### src/hdl/clk_trim_pkg.sv
package clk_trim_pkg;

    // Register offsets on the special function register port
    localparam logic [7:0] PRESCALE_OFS    = 8'hb9;
    localparam logic [7:0] DELAY_CFG_OFS   = 8'hc2;
    localparam logic [7:0] HIGH_TRIM_OFS   = 8'hc3;
    localparam logic [7:0] LOW_TRIM_OFS    = 8'hc4;
    localparam logic [7:0] CLK_STATUS_OFS  = 8'hc5;

    // Values after reset
    localparam logic [1:0] PRESCALE_RST    = 2'h0;
    localparam logic [2:0] DELAY_CODE_RST  = 3'h3;
    localparam logic [7:0] TRIM_RST        = 8'hff;

    // Field layout
    localparam int PRESCALE_MSB   = 1;
    localparam int DELAY_CODE_MSB = 2;
    localparam int STAT_ACTIVE    = 0;
    localparam int STAT_WAITING   = 1;

    // Prescale factors as counter terminal values (factor minus one)
    localparam logic [5:0] DIV1_TERM  = 6'h00;
    localparam logic [5:0] DIV4_TERM  = 6'h03;
    localparam logic [5:0] DIV16_TERM = 6'h0f;
    localparam logic [5:0] DIV64_TERM = 6'h3f;

    // Startup delay timing on the low-power RC oscillator
    localparam int LP_OSC_HZ      = 2000;
    localparam int DELAY_STEP_US  = 250;
    localparam int HALF_PERIOD_US = 1000000 / (2 * LP_OSC_HZ);
    // One delay step is this many oscillator edges (both edges counted)
    localparam int EDGES_PER_STEP = DELAY_STEP_US / HALF_PERIOD_US;

    // Capacitor bank weights in femtofarads, MSB down to LSB halves each bit
    localparam int CAP_MSB_FF = 20000;
    localparam int CAP_LSB_FF = 156;

    // Crystal switch sequencer
    typedef enum logic [1:0] {
        SRC_HF,
        SRC_WAIT_XTAL,
        SRC_XTAL
    } src_state_t;

endpackage

### src/hdl/start_delay_if.sv
`timescale 1ns/1ps
interface start_delay_if;
    logic       ce;
    logic       start;
    logic [2:0] code;
    logic       lp_edge;
    logic       done;

    modport ctl (output ce, output start, output code, output lp_edge, input done);
    modport tmr (input ce, input start, input code, input lp_edge, output done);
endinterface

### src/hdl/crystal_start_timer.sv
`timescale 1ns/1ps
module crystal_start_timer
    import clk_trim_pkg::*;
(
    // Clock and reset
    input  wire logic     clk,
    input  wire logic     rst,
    // Control side
    start_delay_if.tmr    tif
);

    logic [2:0] remain_r;
    logic [1:0] step_edges_r;
    logic       busy_r;
    logic       done_r;

    assign tif.done = done_r;

    // Count oscillator edges down from the programmed code
    always_ff @(posedge clk or posedge rst) begin
        if (rst) begin
            remain_r     <= 3'h0;
            step_edges_r <= 2'h0;
            busy_r       <= 1'b0;
            done_r       <= 1'b0;
        end else if (tif.ce) begin
            if (tif.start) begin
                // A restart discards any earlier count
                remain_r     <= tif.code;
                step_edges_r <= 2'h0;
                busy_r       <= (tif.code != 3'h0);
                done_r       <= (tif.code == 3'h0);
            end else if (busy_r && tif.lp_edge) begin
                if (step_edges_r == 2'(EDGES_PER_STEP - 1)) begin
                    step_edges_r <= 2'h0;
                    remain_r     <= remain_r - 3'h1;
                    if (remain_r == 3'h1) begin
                        busy_r <= 1'b0;
                        done_r <= 1'b1;
                    end
                end else begin
                    step_edges_r <= step_edges_r + 2'h1;
                end
            end
        end
    end

    // Helper: code taken at start and edges seen since
    logic [2:0] code_seen_r;
    logic [3:0] edges_seen_r;
    always_ff @(posedge clk or posedge rst) begin
        if (rst) begin
            code_seen_r  <= 3'h0;
            edges_seen_r <= 4'h0;
        end else if (tif.ce) begin
            if (tif.start) begin
                code_seen_r  <= tif.code;
                edges_seen_r <= 4'h0;
            end else if (busy_r && tif.lp_edge) begin
                edges_seen_r <= edges_seen_r + 4'h1;
            end
        end
    end
endmodule

### src/hdl/clock_divider_and_crystal_trim.sv
`timescale 1ns/1ps
// Contract
// - Prescale codes 01, 10, 11 divide the selected system clock by 4, 16, 64.
// - Prescale code 00, the reset value, passes the system clock undivided.
// - Prescale register holds the setting in bits 1:0; bits 7:2 reserved.
// - Startup delay is the 3-bit code times 250 us, 0 to 1750 us.
// - Startup delay is timed from the 2 kHz low-power RC oscillator.
// - Delay config holds the code in bits 2:0; bits 7:3 reserved.
// - Switching from HF RC oscillator to crystal waits the programmed delay.
// - FSK with data level 0 applies the low-shift trim byte.
// - FSK with data level 1 applies the high-shift trim byte.
// - ASK with data level 1 applies the high trim byte as centre trim.
// - Each trim byte drives a binary-weighted array, bit 7 20pF to bit 0 156fF.
// - Cap-array short bit set shorts the internal array for external trimming.
module clock_divider_and_crystal_trim
    import clk_trim_pkg::*;
(
    // Clock, reset, enable
    input  wire logic       clk,
    input  wire logic       rst,
    input  wire logic       ce,
    // Register port
    input  wire logic [7:0] addr,
    input  wire logic [7:0] wdata,
    input  wire logic       wr,
    input  wire logic       rd,
    output logic      [7:0] rdata,
    // Oscillators and clock source control
    input  wire logic       hf_osc_tick,
    input  wire logic       xtal_osc_tick,
    input  wire logic       lp_osc_level,
    input  wire logic       system_clock_source_select,
    output logic            sys_clk_tick,
    output logic            crystal_active,
    output logic            hf_osc_enable,
    // Modulation and trimming
    input  wire logic       transmit_data_level,
    input  wire logic       modulation_select,
    input  wire logic       cap_array_short,
    output logic      [7:0] cap_bank_enable,
    output logic            cap_short_enable
);

    // Software registers
    logic [1:0] clock_prescale_select_r;
    logic [2:0] crystal_startup_delay_r;
    logic [7:0] high_trim_register_r;
    logic [7:0] low_trim_register_r;
    logic [7:0] rdata_r;

    // Clock path state
    logic [5:0] div_cnt_r;
    logic [5:0] div_term;
    logic       sys_tick_r;
    logic       lp_prev_r;
    src_state_t src_state_r;
    src_state_t src_state_nxt;
    logic       crystal_active_r;
    logic       hf_enable_r;

    // Trim path state
    logic [7:0] trim_sel;
    logic [7:0] cap_bank_r;
    logic       cap_short_r;

    start_delay_if dif ();

    assign rdata            = rdata_r;
    assign sys_clk_tick     = sys_tick_r;
    assign crystal_active   = crystal_active_r;
    assign hf_osc_enable    = hf_enable_r;
    assign cap_bank_enable  = cap_bank_r;
    assign cap_short_enable = cap_short_r;

    // Register writes; trim bytes are write-only
    always_ff @(posedge clk or posedge rst) begin
        if (rst) begin
            clock_prescale_select_r <= PRESCALE_RST;
            crystal_startup_delay_r <= DELAY_CODE_RST;
            high_trim_register_r    <= TRIM_RST;
            low_trim_register_r     <= TRIM_RST;
        end else if (ce && wr) begin
            unique case (addr)
                PRESCALE_OFS:  clock_prescale_select_r <= wdata[PRESCALE_MSB:0];
                DELAY_CFG_OFS: crystal_startup_delay_r <= wdata[DELAY_CODE_MSB:0];
                HIGH_TRIM_OFS: high_trim_register_r    <= wdata;
                LOW_TRIM_OFS:  low_trim_register_r     <= wdata;
                default:       ;
            endcase
        end
    end

    // Read data stands only in the cycle after the strobe
    always_ff @(posedge clk or posedge rst) begin
        if (rst) begin
            rdata_r <= 8'h00;
        end else if (ce) begin
            rdata_r <= 8'h00;
            if (rd) begin
                unique case (addr)
                    PRESCALE_OFS:   rdata_r <= {6'h00, clock_prescale_select_r};
                    DELAY_CFG_OFS:  rdata_r <= {5'h00, crystal_startup_delay_r};
                    CLK_STATUS_OFS: begin
                        rdata_r[STAT_ACTIVE]  <= crystal_active_r;
                        rdata_r[STAT_WAITING] <= (src_state_r == SRC_WAIT_XTAL);
                    end
                    default:        rdata_r <= 8'h00; // Write-only and unmapped read zero
                endcase
            end
        end
    end

    // Terminal count for the programmed prescale factor
    always_comb begin
        unique case (clock_prescale_select_r)
            2'h0: div_term = DIV1_TERM;
            2'h1: div_term = DIV4_TERM;
            2'h2: div_term = DIV16_TERM;
            2'h3: div_term = DIV64_TERM;
        endcase
    end

    // Prescaler on ticks of whichever source is in use
    always_ff @(posedge clk or posedge rst) begin
        if (rst) begin
            div_cnt_r  <= 6'h00;
            sys_tick_r <= 1'b0;
        end else if (ce) begin
            sys_tick_r <= 1'b0;
            if (crystal_active_r ? xtal_osc_tick : hf_osc_tick) begin
                // >= so a smaller factor written mid-count cannot overrun
                if (div_cnt_r >= div_term) begin
                    div_cnt_r  <= 6'h00;
                    sys_tick_r <= 1'b1;
                end else begin
                    div_cnt_r <= div_cnt_r + 6'h01;
                end
            end
        end
    end

    // Both edges of the low-power oscillator mark half periods
    always_ff @(posedge clk or posedge rst) begin
        if (rst) begin
            lp_prev_r <= 1'b0;
        end else if (ce) begin
            lp_prev_r <= lp_osc_level;
        end
    end

    assign dif.ce      = ce;
    assign dif.code    = crystal_startup_delay_r;
    assign dif.lp_edge = lp_osc_level ^ lp_prev_r;
    assign dif.start   = (src_state_r == SRC_HF) && system_clock_source_select;

    crystal_start_timer u_timer (
        .clk (clk),
        .rst (rst),
        .tif (dif.tmr)
    );

    // Source switch sequencer
    always_comb begin
        src_state_nxt = src_state_r;
        unique case (src_state_r)
            SRC_HF:        if (system_clock_source_select) src_state_nxt = SRC_WAIT_XTAL;
            SRC_WAIT_XTAL: begin
                // Dropping the request aborts; the HF oscillator is still running
                if (!system_clock_source_select) src_state_nxt = SRC_HF;
                else if (dif.done)               src_state_nxt = SRC_XTAL;
            end
            SRC_XTAL:      if (!system_clock_source_select) src_state_nxt = SRC_HF;
            // Unused code falls back to the HF source, which is enabled in every state but SRC_XTAL
            default:       src_state_nxt = SRC_HF;
        endcase
    end

    always_ff @(posedge clk or posedge rst) begin
        if (rst) begin
            src_state_r <= SRC_HF;
        end else if (ce) begin
            src_state_r <= src_state_nxt;
        end
    end

    // Registered source outputs; HF powers down only once the crystal is in use
    always_ff @(posedge clk or posedge rst) begin
        if (rst) begin
            crystal_active_r <= 1'b0;
            hf_enable_r      <= 1'b1;
        end else if (ce) begin
            crystal_active_r <= (src_state_nxt == SRC_XTAL);
            hf_enable_r      <= (src_state_nxt != SRC_XTAL);
        end
    end

    // Level 1 in either mode, or ASK at all, uses the high byte
    assign trim_sel = (transmit_data_level || modulation_select) ?
                      high_trim_register_r :
                      low_trim_register_r;

    // One switch per binary-weighted capacitor, re-evaluated every cycle
    genvar i;
    generate
        for (i = 0; i < 8; i++) begin : g_cap
            always_ff @(posedge clk or posedge rst) begin
                if (rst) begin
                    cap_bank_r[i] <= TRIM_RST[i];
                end else if (ce) begin
                    cap_bank_r[i] <= trim_sel[i];
                end
            end
        end
    endgenerate

    // Short the array for external trimming
    always_ff @(posedge clk or posedge rst) begin
        if (rst) begin
            cap_short_r <= 1'b0;
        end else if (ce) begin
            cap_short_r <= cap_array_short;
        end
    end
endmodule

### config.mk
export PLATFORM = sky130hd
export DESIGN_NAME = clock_divider_and_crystal_trim
export DESIGN_NICKNAME = d
export VERILOG_FILES = /design/src/hdl/clk_trim_pkg.sv /design/src/hdl/start_delay_if.sv /design/src/hdl/crystal_start_timer.sv /design/src/hdl/clock_divider_and_crystal_trim.sv
export SDC_FILE = /design/constraint.sdc
export NUM_CORES = 1
export LEC_CHECK = 0
export BUFFER_PORTS_ARGS = -buffer_cell sky130_fd_sc_hd__buf_2
export CORE_ASPECT_RATIO = 1.2
export CORE_MARGIN = 5
export CORE_UTILIZATION = 35
export CTS_CLUSTER_SIZE = 12
export DETAILED_ROUTE_END_ITERATION = 8
export GPL_TIMING_DRIVEN = 0
export MAX_ROUTING_LAYER = met4
export PLACE_DENSITY_LB_ADDON = 0.25
export SYNTH_ARGS = -nofsm -noshare
export SYNTH_HDL_FRONTEND = slang
export SYNTH_SLANG_ARGS = --single-unit
export TNS_END_PERCENT = 20
### constraint.sdc
create_clock -name clk -period 2.2 [get_ports clk]
set_input_delay 0.33 -clock clk [delete_from_list [all_inputs] [get_ports clk]]
set_output_delay 0.33 -clock clk [all_outputs]
set_load 0.01 [all_outputs]
== Yosys cells after proc, flatten, opt, wreduce, memory -nomap -nowiden ==
Cells that the tools add are included.

* Bits in registers: 57
* Output and inout bits: 20
* Logic and storage cells: 90

* Add/subtract/negate cells: 3
* Order comparisons: 1
* Equal/unequal tests: 13
* Multiplexer cells: 28
* Bitwise gates (word level): 1
* Reduce and logical (&&, ||, !) cells: 20

{| class="wikitable"
|+ Operator list
! cell !! number
|-
| $eq A8 B8 Y1 const B || 5
|-
| $pmux W6 S4 || 1
|-
| $mux W2 || 7
|-
| $mux W1 || 12
|-
| $mux W3 || 4
|-
| $pmux W2 S3 || 2
|-
| $reduce_and A2 Y1 || 6
|-
| $eq A2 B2 Y1 const B || 4
|-
| $mux W8 || 1
|-
| $add A6 B1 Y6 const B || 1
|-
| $ge A6 B6 Y1 || 1
|-
| $logic_not A2 Y1 || 3
|-
| $mux W6 || 1
|-
| $reduce_bool A2 Y1 || 3
|-
| $eq A2 B1 Y1 const B || 2
|-
| $reduce_and A4 Y1 || 1
|-
| $eq A3 B1 Y1 const B || 1
|-
| $logic_and A1 B1 Y1 || 3
|-
| $logic_not A3 Y1 || 1
|-
| $reduce_and A3 Y1 || 1
|-
| $reduce_bool A3 Y1 || 1
|-
| $sub A3 B1 Y3 const B || 1
|-
| $add A2 B1 Y2 const B || 1
|-
| $ne A2 B2 Y1 const B || 1
|-
| 2 further kinds || 2
|}

== Logic depth before layout (Yosys ltp) ==
* Depth in word-level cells: 5
* Gate-level depth with buffers: 8

== Modules after synthesis ==
Synthesis repeated with hierarchy kept, for this count alone.

* Cell total of the unflattened synthesis: 252
* Area total of the unflattened synthesis: 2,763.9 µm²

{| class="wikitable"
|+ Modules (own cells, without submodules)
! module !! times used !! cells an instance !! area an instance (µm²)
|-
| clock_divider_and_crystal_trim || 1 || 202 || 2,313.5
|-
| crystal_start_timer || 1 || 50 || 450.4
|}

== Worst setup path before layout ==
OpenSTA, ideal clock, no wires.

* Path type: input to register
* Start: in addr[3]
* End: reg low_trim_register_r[0]
* Arrival: 1.750 ns
* Data required time: 2.118 ns
* Path slack: 0.367 ns
* Stages: 4
* Cells stage by stage: or3_4 or2_4 nor4b_4 mux2_2

* Longest elaborated chain between the ends: 2

{| class="wikitable"
|+ RTL lines
! item !! RTL line !! source
|-
| from (decl) || clock_divider_and_crystal_trim.sv:23 || <nowiki>input wire logic [7:0] addr,</nowiki>
|-
| $eq A8 B8 Y1 || clock_divider_and_crystal_trim.sv:83 || <nowiki>unique case (addr)</nowiki>
|-
| $reduce_and A2 Y1 (no line) || -- ||
|-
| to (signal assigned) || clock_divider_and_crystal_trim.sv:87 || <nowiki>LOW_TRIM_OFS: low_trim_register_r <= wdata;</nowiki>
|-
| to (decl) || clock_divider_and_crystal_trim.sv:48 || <nowiki>logic [7:0] low_trim_register_r;</nowiki>
|}

No other way between the ends.
A chain may end at the register's enable or synchronous reset.

== Final worst setup path ==
* Start: reg clock_prescale_select_r[0]
* End: reg div_cnt_r[2]

* Longest elaborated chain between the ends: 4
* Elaborated cells between the ends (all ways): 7
* Classes of those cells: order compare (1); eq/ne (3); mux (2); reduce/logical (1)

{| class="wikitable"
|+ RTL lines
! item !! RTL line !! source
|-
| from (decl) || clock_divider_and_crystal_trim.sv:45 || <nowiki>logic [1:0] clock_prescale_select_r;</nowiki>
|-
| from (signal assigned) || clock_divider_and_crystal_trim.sv:84 || <nowiki>PRESCALE_OFS: clock_prescale_select_r <= wdata[PRESCALE_MSB:0];</nowiki>
|-
| $eq A2 B2 Y1 (tied with other cells) || clock_divider_and_crystal_trim.sv:115 || <nowiki>unique case (clock_prescale_select_r)</nowiki>
|-
| $pmux W6 S4 * || clock_divider_and_crystal_trim.sv:115 ||
|-
| $ge A6 B6 Y1 * || clock_divider_and_crystal_trim.sv:132 || <nowiki>if (div_cnt_r >= div_term) begin</nowiki>
|-
| $mux W6 * || clock_divider_and_crystal_trim.sv:132 ||
|-
| to (signal assigned) || clock_divider_and_crystal_trim.sv:136 || <nowiki>div_cnt_r <= div_cnt_r + 6'h01;</nowiki>
|-
| to (decl) || clock_divider_and_crystal_trim.sv:52 || <nowiki>logic [5:0] div_cnt_r;</nowiki>
|}

Every way passes the cells marked *; elsewhere a longest branch is shown, timed or not.

==> impl_metrics.toml <==
[synthesis]
syn_inst = 246
synth_cell_types = 47
syn_area_per_cell_um2 = 10.9
synth_seq_area_share_pct = 49.9
synth-seq-cells = 52
yosys_warnings = 0
synth_area_um2 = 2680

[setup_path]
endpoint = "div_cnt_r[2]"
r2r_cells = 7
startpoint_type = "flip-flop"
r2r_start = "clock_prescale_select_r[0]"
crit_required_ps = 2450
critical_path_class = "flip-flop to flip-flop"
reg2reg_slack_ps = 250
slowest_stage = "dfrtp_1"
path_cells = "or2_2 -> ha_1 -> nand2b_1 -> a31oi_1 -> o21ai_2 -> nor4_1 -> a21o_1"
cp-startpoint = "clock_prescale_select_r[0]"
cp_slowest_stage_delay_ps = 420
crit_path_max_fanout = 8
end_kind = "flip-flop"
arrival_ps = 2200
r2r-end = "div_cnt_r[2]"

[timing]
rsz0062_at_grt = "no"
tightestPinTransition_ps = 938
finalHoldViolCount = 0
relSlewSlack_pct = 37.2
post-route-min-period_ps = 1950
fin_crit_sh_pct = 88.5
drv_slew = 0
max_freq_mhz = 514
setup_ws_ps = 254
fin_skew_ps = 9.02
setup_viol = 0

[floorplanning]
die_h_um = 106
initial_core_util_pct = 35.3
core_area_um2 = 7580
die-area_um2 = 9510
die_w_um = 89.8
io_pins = 48
rows = 35

[clocking]
ctsLongestPathBuffers = 2
cts_tree = "built"
root_buffer = "clkbuf_8"
cts_made_buffers = 5
path_clk_slew_ps = 90
cts_hold_buf = 0
clock_latency_ps = 300
cts_setup_buffers = 0
h-tree-depth = 2
cts_sinks = 52

[power]
irDropWorstVdd_mv = 0.378
p_per_area_nw_per_um2 = 762
p_leak_nw = 1.45

[final_layout]
stdcell_area_um2 = 3140
nNetsFinal = 338
fill_cells = 765
area_delta_synth_final_pct = 17.1
final_layout_size_suffix_gt1_share_pct = 37.3
final_common_cell = "buf_2"
diodes = 0
final_cell_mix = "buf_2, dfstp_2, dfrtp_1"

[placed_design]
dpl-instance-area_um2 = 3030
place_ws_ps = -10.4
hpwl_um = 4210
gp_congestion = 0.763
port_buffers = 41

[detailed_routing]
drc = 0
vias_per_cell = 5.00
firstDrtPassIters = 4
vias = 1959
ant_nets = 0
routed_wirelength_um = 5600
dr.first_iter.drc_count = 77
detail_route.wl_per_cell_um = 14.3

[run]
drv_cap = 0

[global_routing]
antenna_found_initial = 0
track_usage_pct = 12.6
grt_pass1_wl_um = 9750
overflow = 0
grt_max_degree = 35
grt_pass1_vias = 1991

[outcome]
status = "finished clean"

[min_path]
hp-class = "input pin to asynchronous set/reset pin"
==> how the worst min path moves through the flow <==
stage | startpoint | to | slack (ps) | cells after the start
CTS | rst | rdata[1] | 30 | 2
global placement | cap_bank_enable[4] | cap_bank_enable[4] | 480 | 2
floorplan | wdata[1] | clock_prescale_select_r[1] | 450 | 2
finish | rst | cap_short_enable | 20 | 2
global route | rst | cap_short_enable | 50 | 2
detailed placement | rst | cap_short_enable | 360 | 2
==> kinds of logic (layout without fill, tap and decap cells) <==
| logic type | count (synthesis) | count (layout) | share of synthesized area [%] |
|---|---|---|---|
| buffers and inverters | 28 | 78 | 4.63 |
| and+or+nand+nor | 67 | 67 | 14.0 |
| other | 1 | 5 | 0.140 |
| AOI/OAI and AO/OA | 54 | 54 | 12.9 |
| muxes | 32 | 32 | 13.0 |
| DFF | 52 | 52 | 49.9 |
| adders and majority gates | 11 | 11 | 5.14 |
| xor gates and xnor gates | 1 | 1 | 0.327 |
==> per-stage QoR <==
step                      setup TNS (ps)  hold WS (ps)  utilization, %  total power [mW]  std cells
after floorplan                        0           447               -              1.63        250
after global placement             -2700           476            39.8              1.79        383
after detailed placement           -26.8           364            40.0              1.82        384
after CTS                              0          26.0            41.4              2.42        392
after global routing                   0          50.0            41.4              2.58        392
final                                  0          16.0            41.4              2.39        392
==> synth_stat cells (all sizes together) <==
| cell | count | area share (%) |
|---|---|---|
| mux2i | 9 | 3.4 |
| nand3b | 2 | 0.56 |
| o21bai | 1 | 0.28 |
| clkbuf | 6 | 0.84 |
| or2 | 2 | 0.56 |
| xor2 | 1 | 0.33 |
| buf | 5 | 1.4 |
| a31oi | 1 | 0.23 |
| nand3 | 9 | 1.7 |
| a41o | 1 | 0.37 |
| a2bb2oi | 1 | 0.33 |
| dfstp | 27 | 26 |
| o211ai | 1 | 0.28 |
| and3 | 3 | 0.70 |
| a21oi | 12 | 2.2 |
| a21o | 6 | 1.7 |
| nand2b | 1 | 0.23 |
| conb | 1 | 0.14 |
| or4bb | 1 | 0.42 |
| o21a | 2 | 0.56 |
| inv | 17 | 2.4 |
| or3 | 2 | 0.65 |
| o22ai | 3 | 0.70 |
| o311ai | 1 | 0.33 |
| a41oi | 2 | 0.65 |
| and2 | 1 | 0.23 |
| nor4b | 1 | 0.89 |
| nor4 | 1 | 0.23 |
| and4b | 1 | 0.42 |
| nand4 | 1 | 0.23 |
| or3b | 1 | 0.33 |
| nand4b | 2 | 0.65 |
| nor2b | 4 | 0.93 |
| dfrtp | 25 | 23 |
| mux2 | 23 | 9.7 |
| a22o | 4 | 1.3 |
| nor2 | 16 | 2.2 |
| o21ai | 15 | 2.8 |
| nor3 | 4 | 0.75 |
| a21boi | 2 | 0.56 |
| nor3b | 1 | 0.28 |
| nand2 | 14 | 2.0 |
| a22oi | 2 | 0.56 |
| ha | 11 | 5.1 |
==> power by group <==
group          switching (mW)  internal [mW]
registers               0.122           1.11
logic                   0.316          0.259
clock network           0.297          0.288
total                   0.735           1.65
==> registers in the layout, indices dropped and copies added (netlist names) <==
signal                   flops
u_timer.step_edges_r         2
src_state_r                  2
sys_clk_tick                 1
low_trim_register_r          8
crystal_startup_delay_r      3
lp_prev_r                    1
u_timer.remain_r             3
rdata                        3
cap_short_enable             1
crystal_active               1
clock_prescale_select_r      2
hf_osc_enable                1
cap_bank_enable              8
u_timer.busy_r               1
high_trim_register_r         8
div_cnt_r                    6
u_timer.tif.done             1
==> worst max-delay path: cells and delay by family (launching register included) <==
| family | cells | cell delay [ps] |
|---|---|---|
| AOI/OAI and AO/OA | 3 | 500 |
| and+or+nand+nor | 3 | 710 |
| DFF | 1 | 420 |
| adders and majority gates | 1 | 260 |
==> per-layer routing <==
layer	track usage, %	share of wire [%]
met4	3.46	1.2
met1	15.8	46
met5	-	0
met2	20.0	48
met3	3.64	5.3
==> area by class of cell <==
type	count	area [um2]	area share, %
Sequential cell	52	1340	42.6
Multi-Input combinational cell	170	1240	39.4
Tap cell	92	115	3.67
Clock buffer	8	100	3.19
Inverter	17	63.8	2.03
Timing Repair Buffer	42	225	7.18
Buffer	11	60.1	1.91
==> what timing repair did <==
action                     in CTS  in global routing
hold endpoints to repair        0                  0
resized for setup               0                  1
setup endpoints to repair       0                  3
Note: power is estimated with default switching activity, not from simulation.
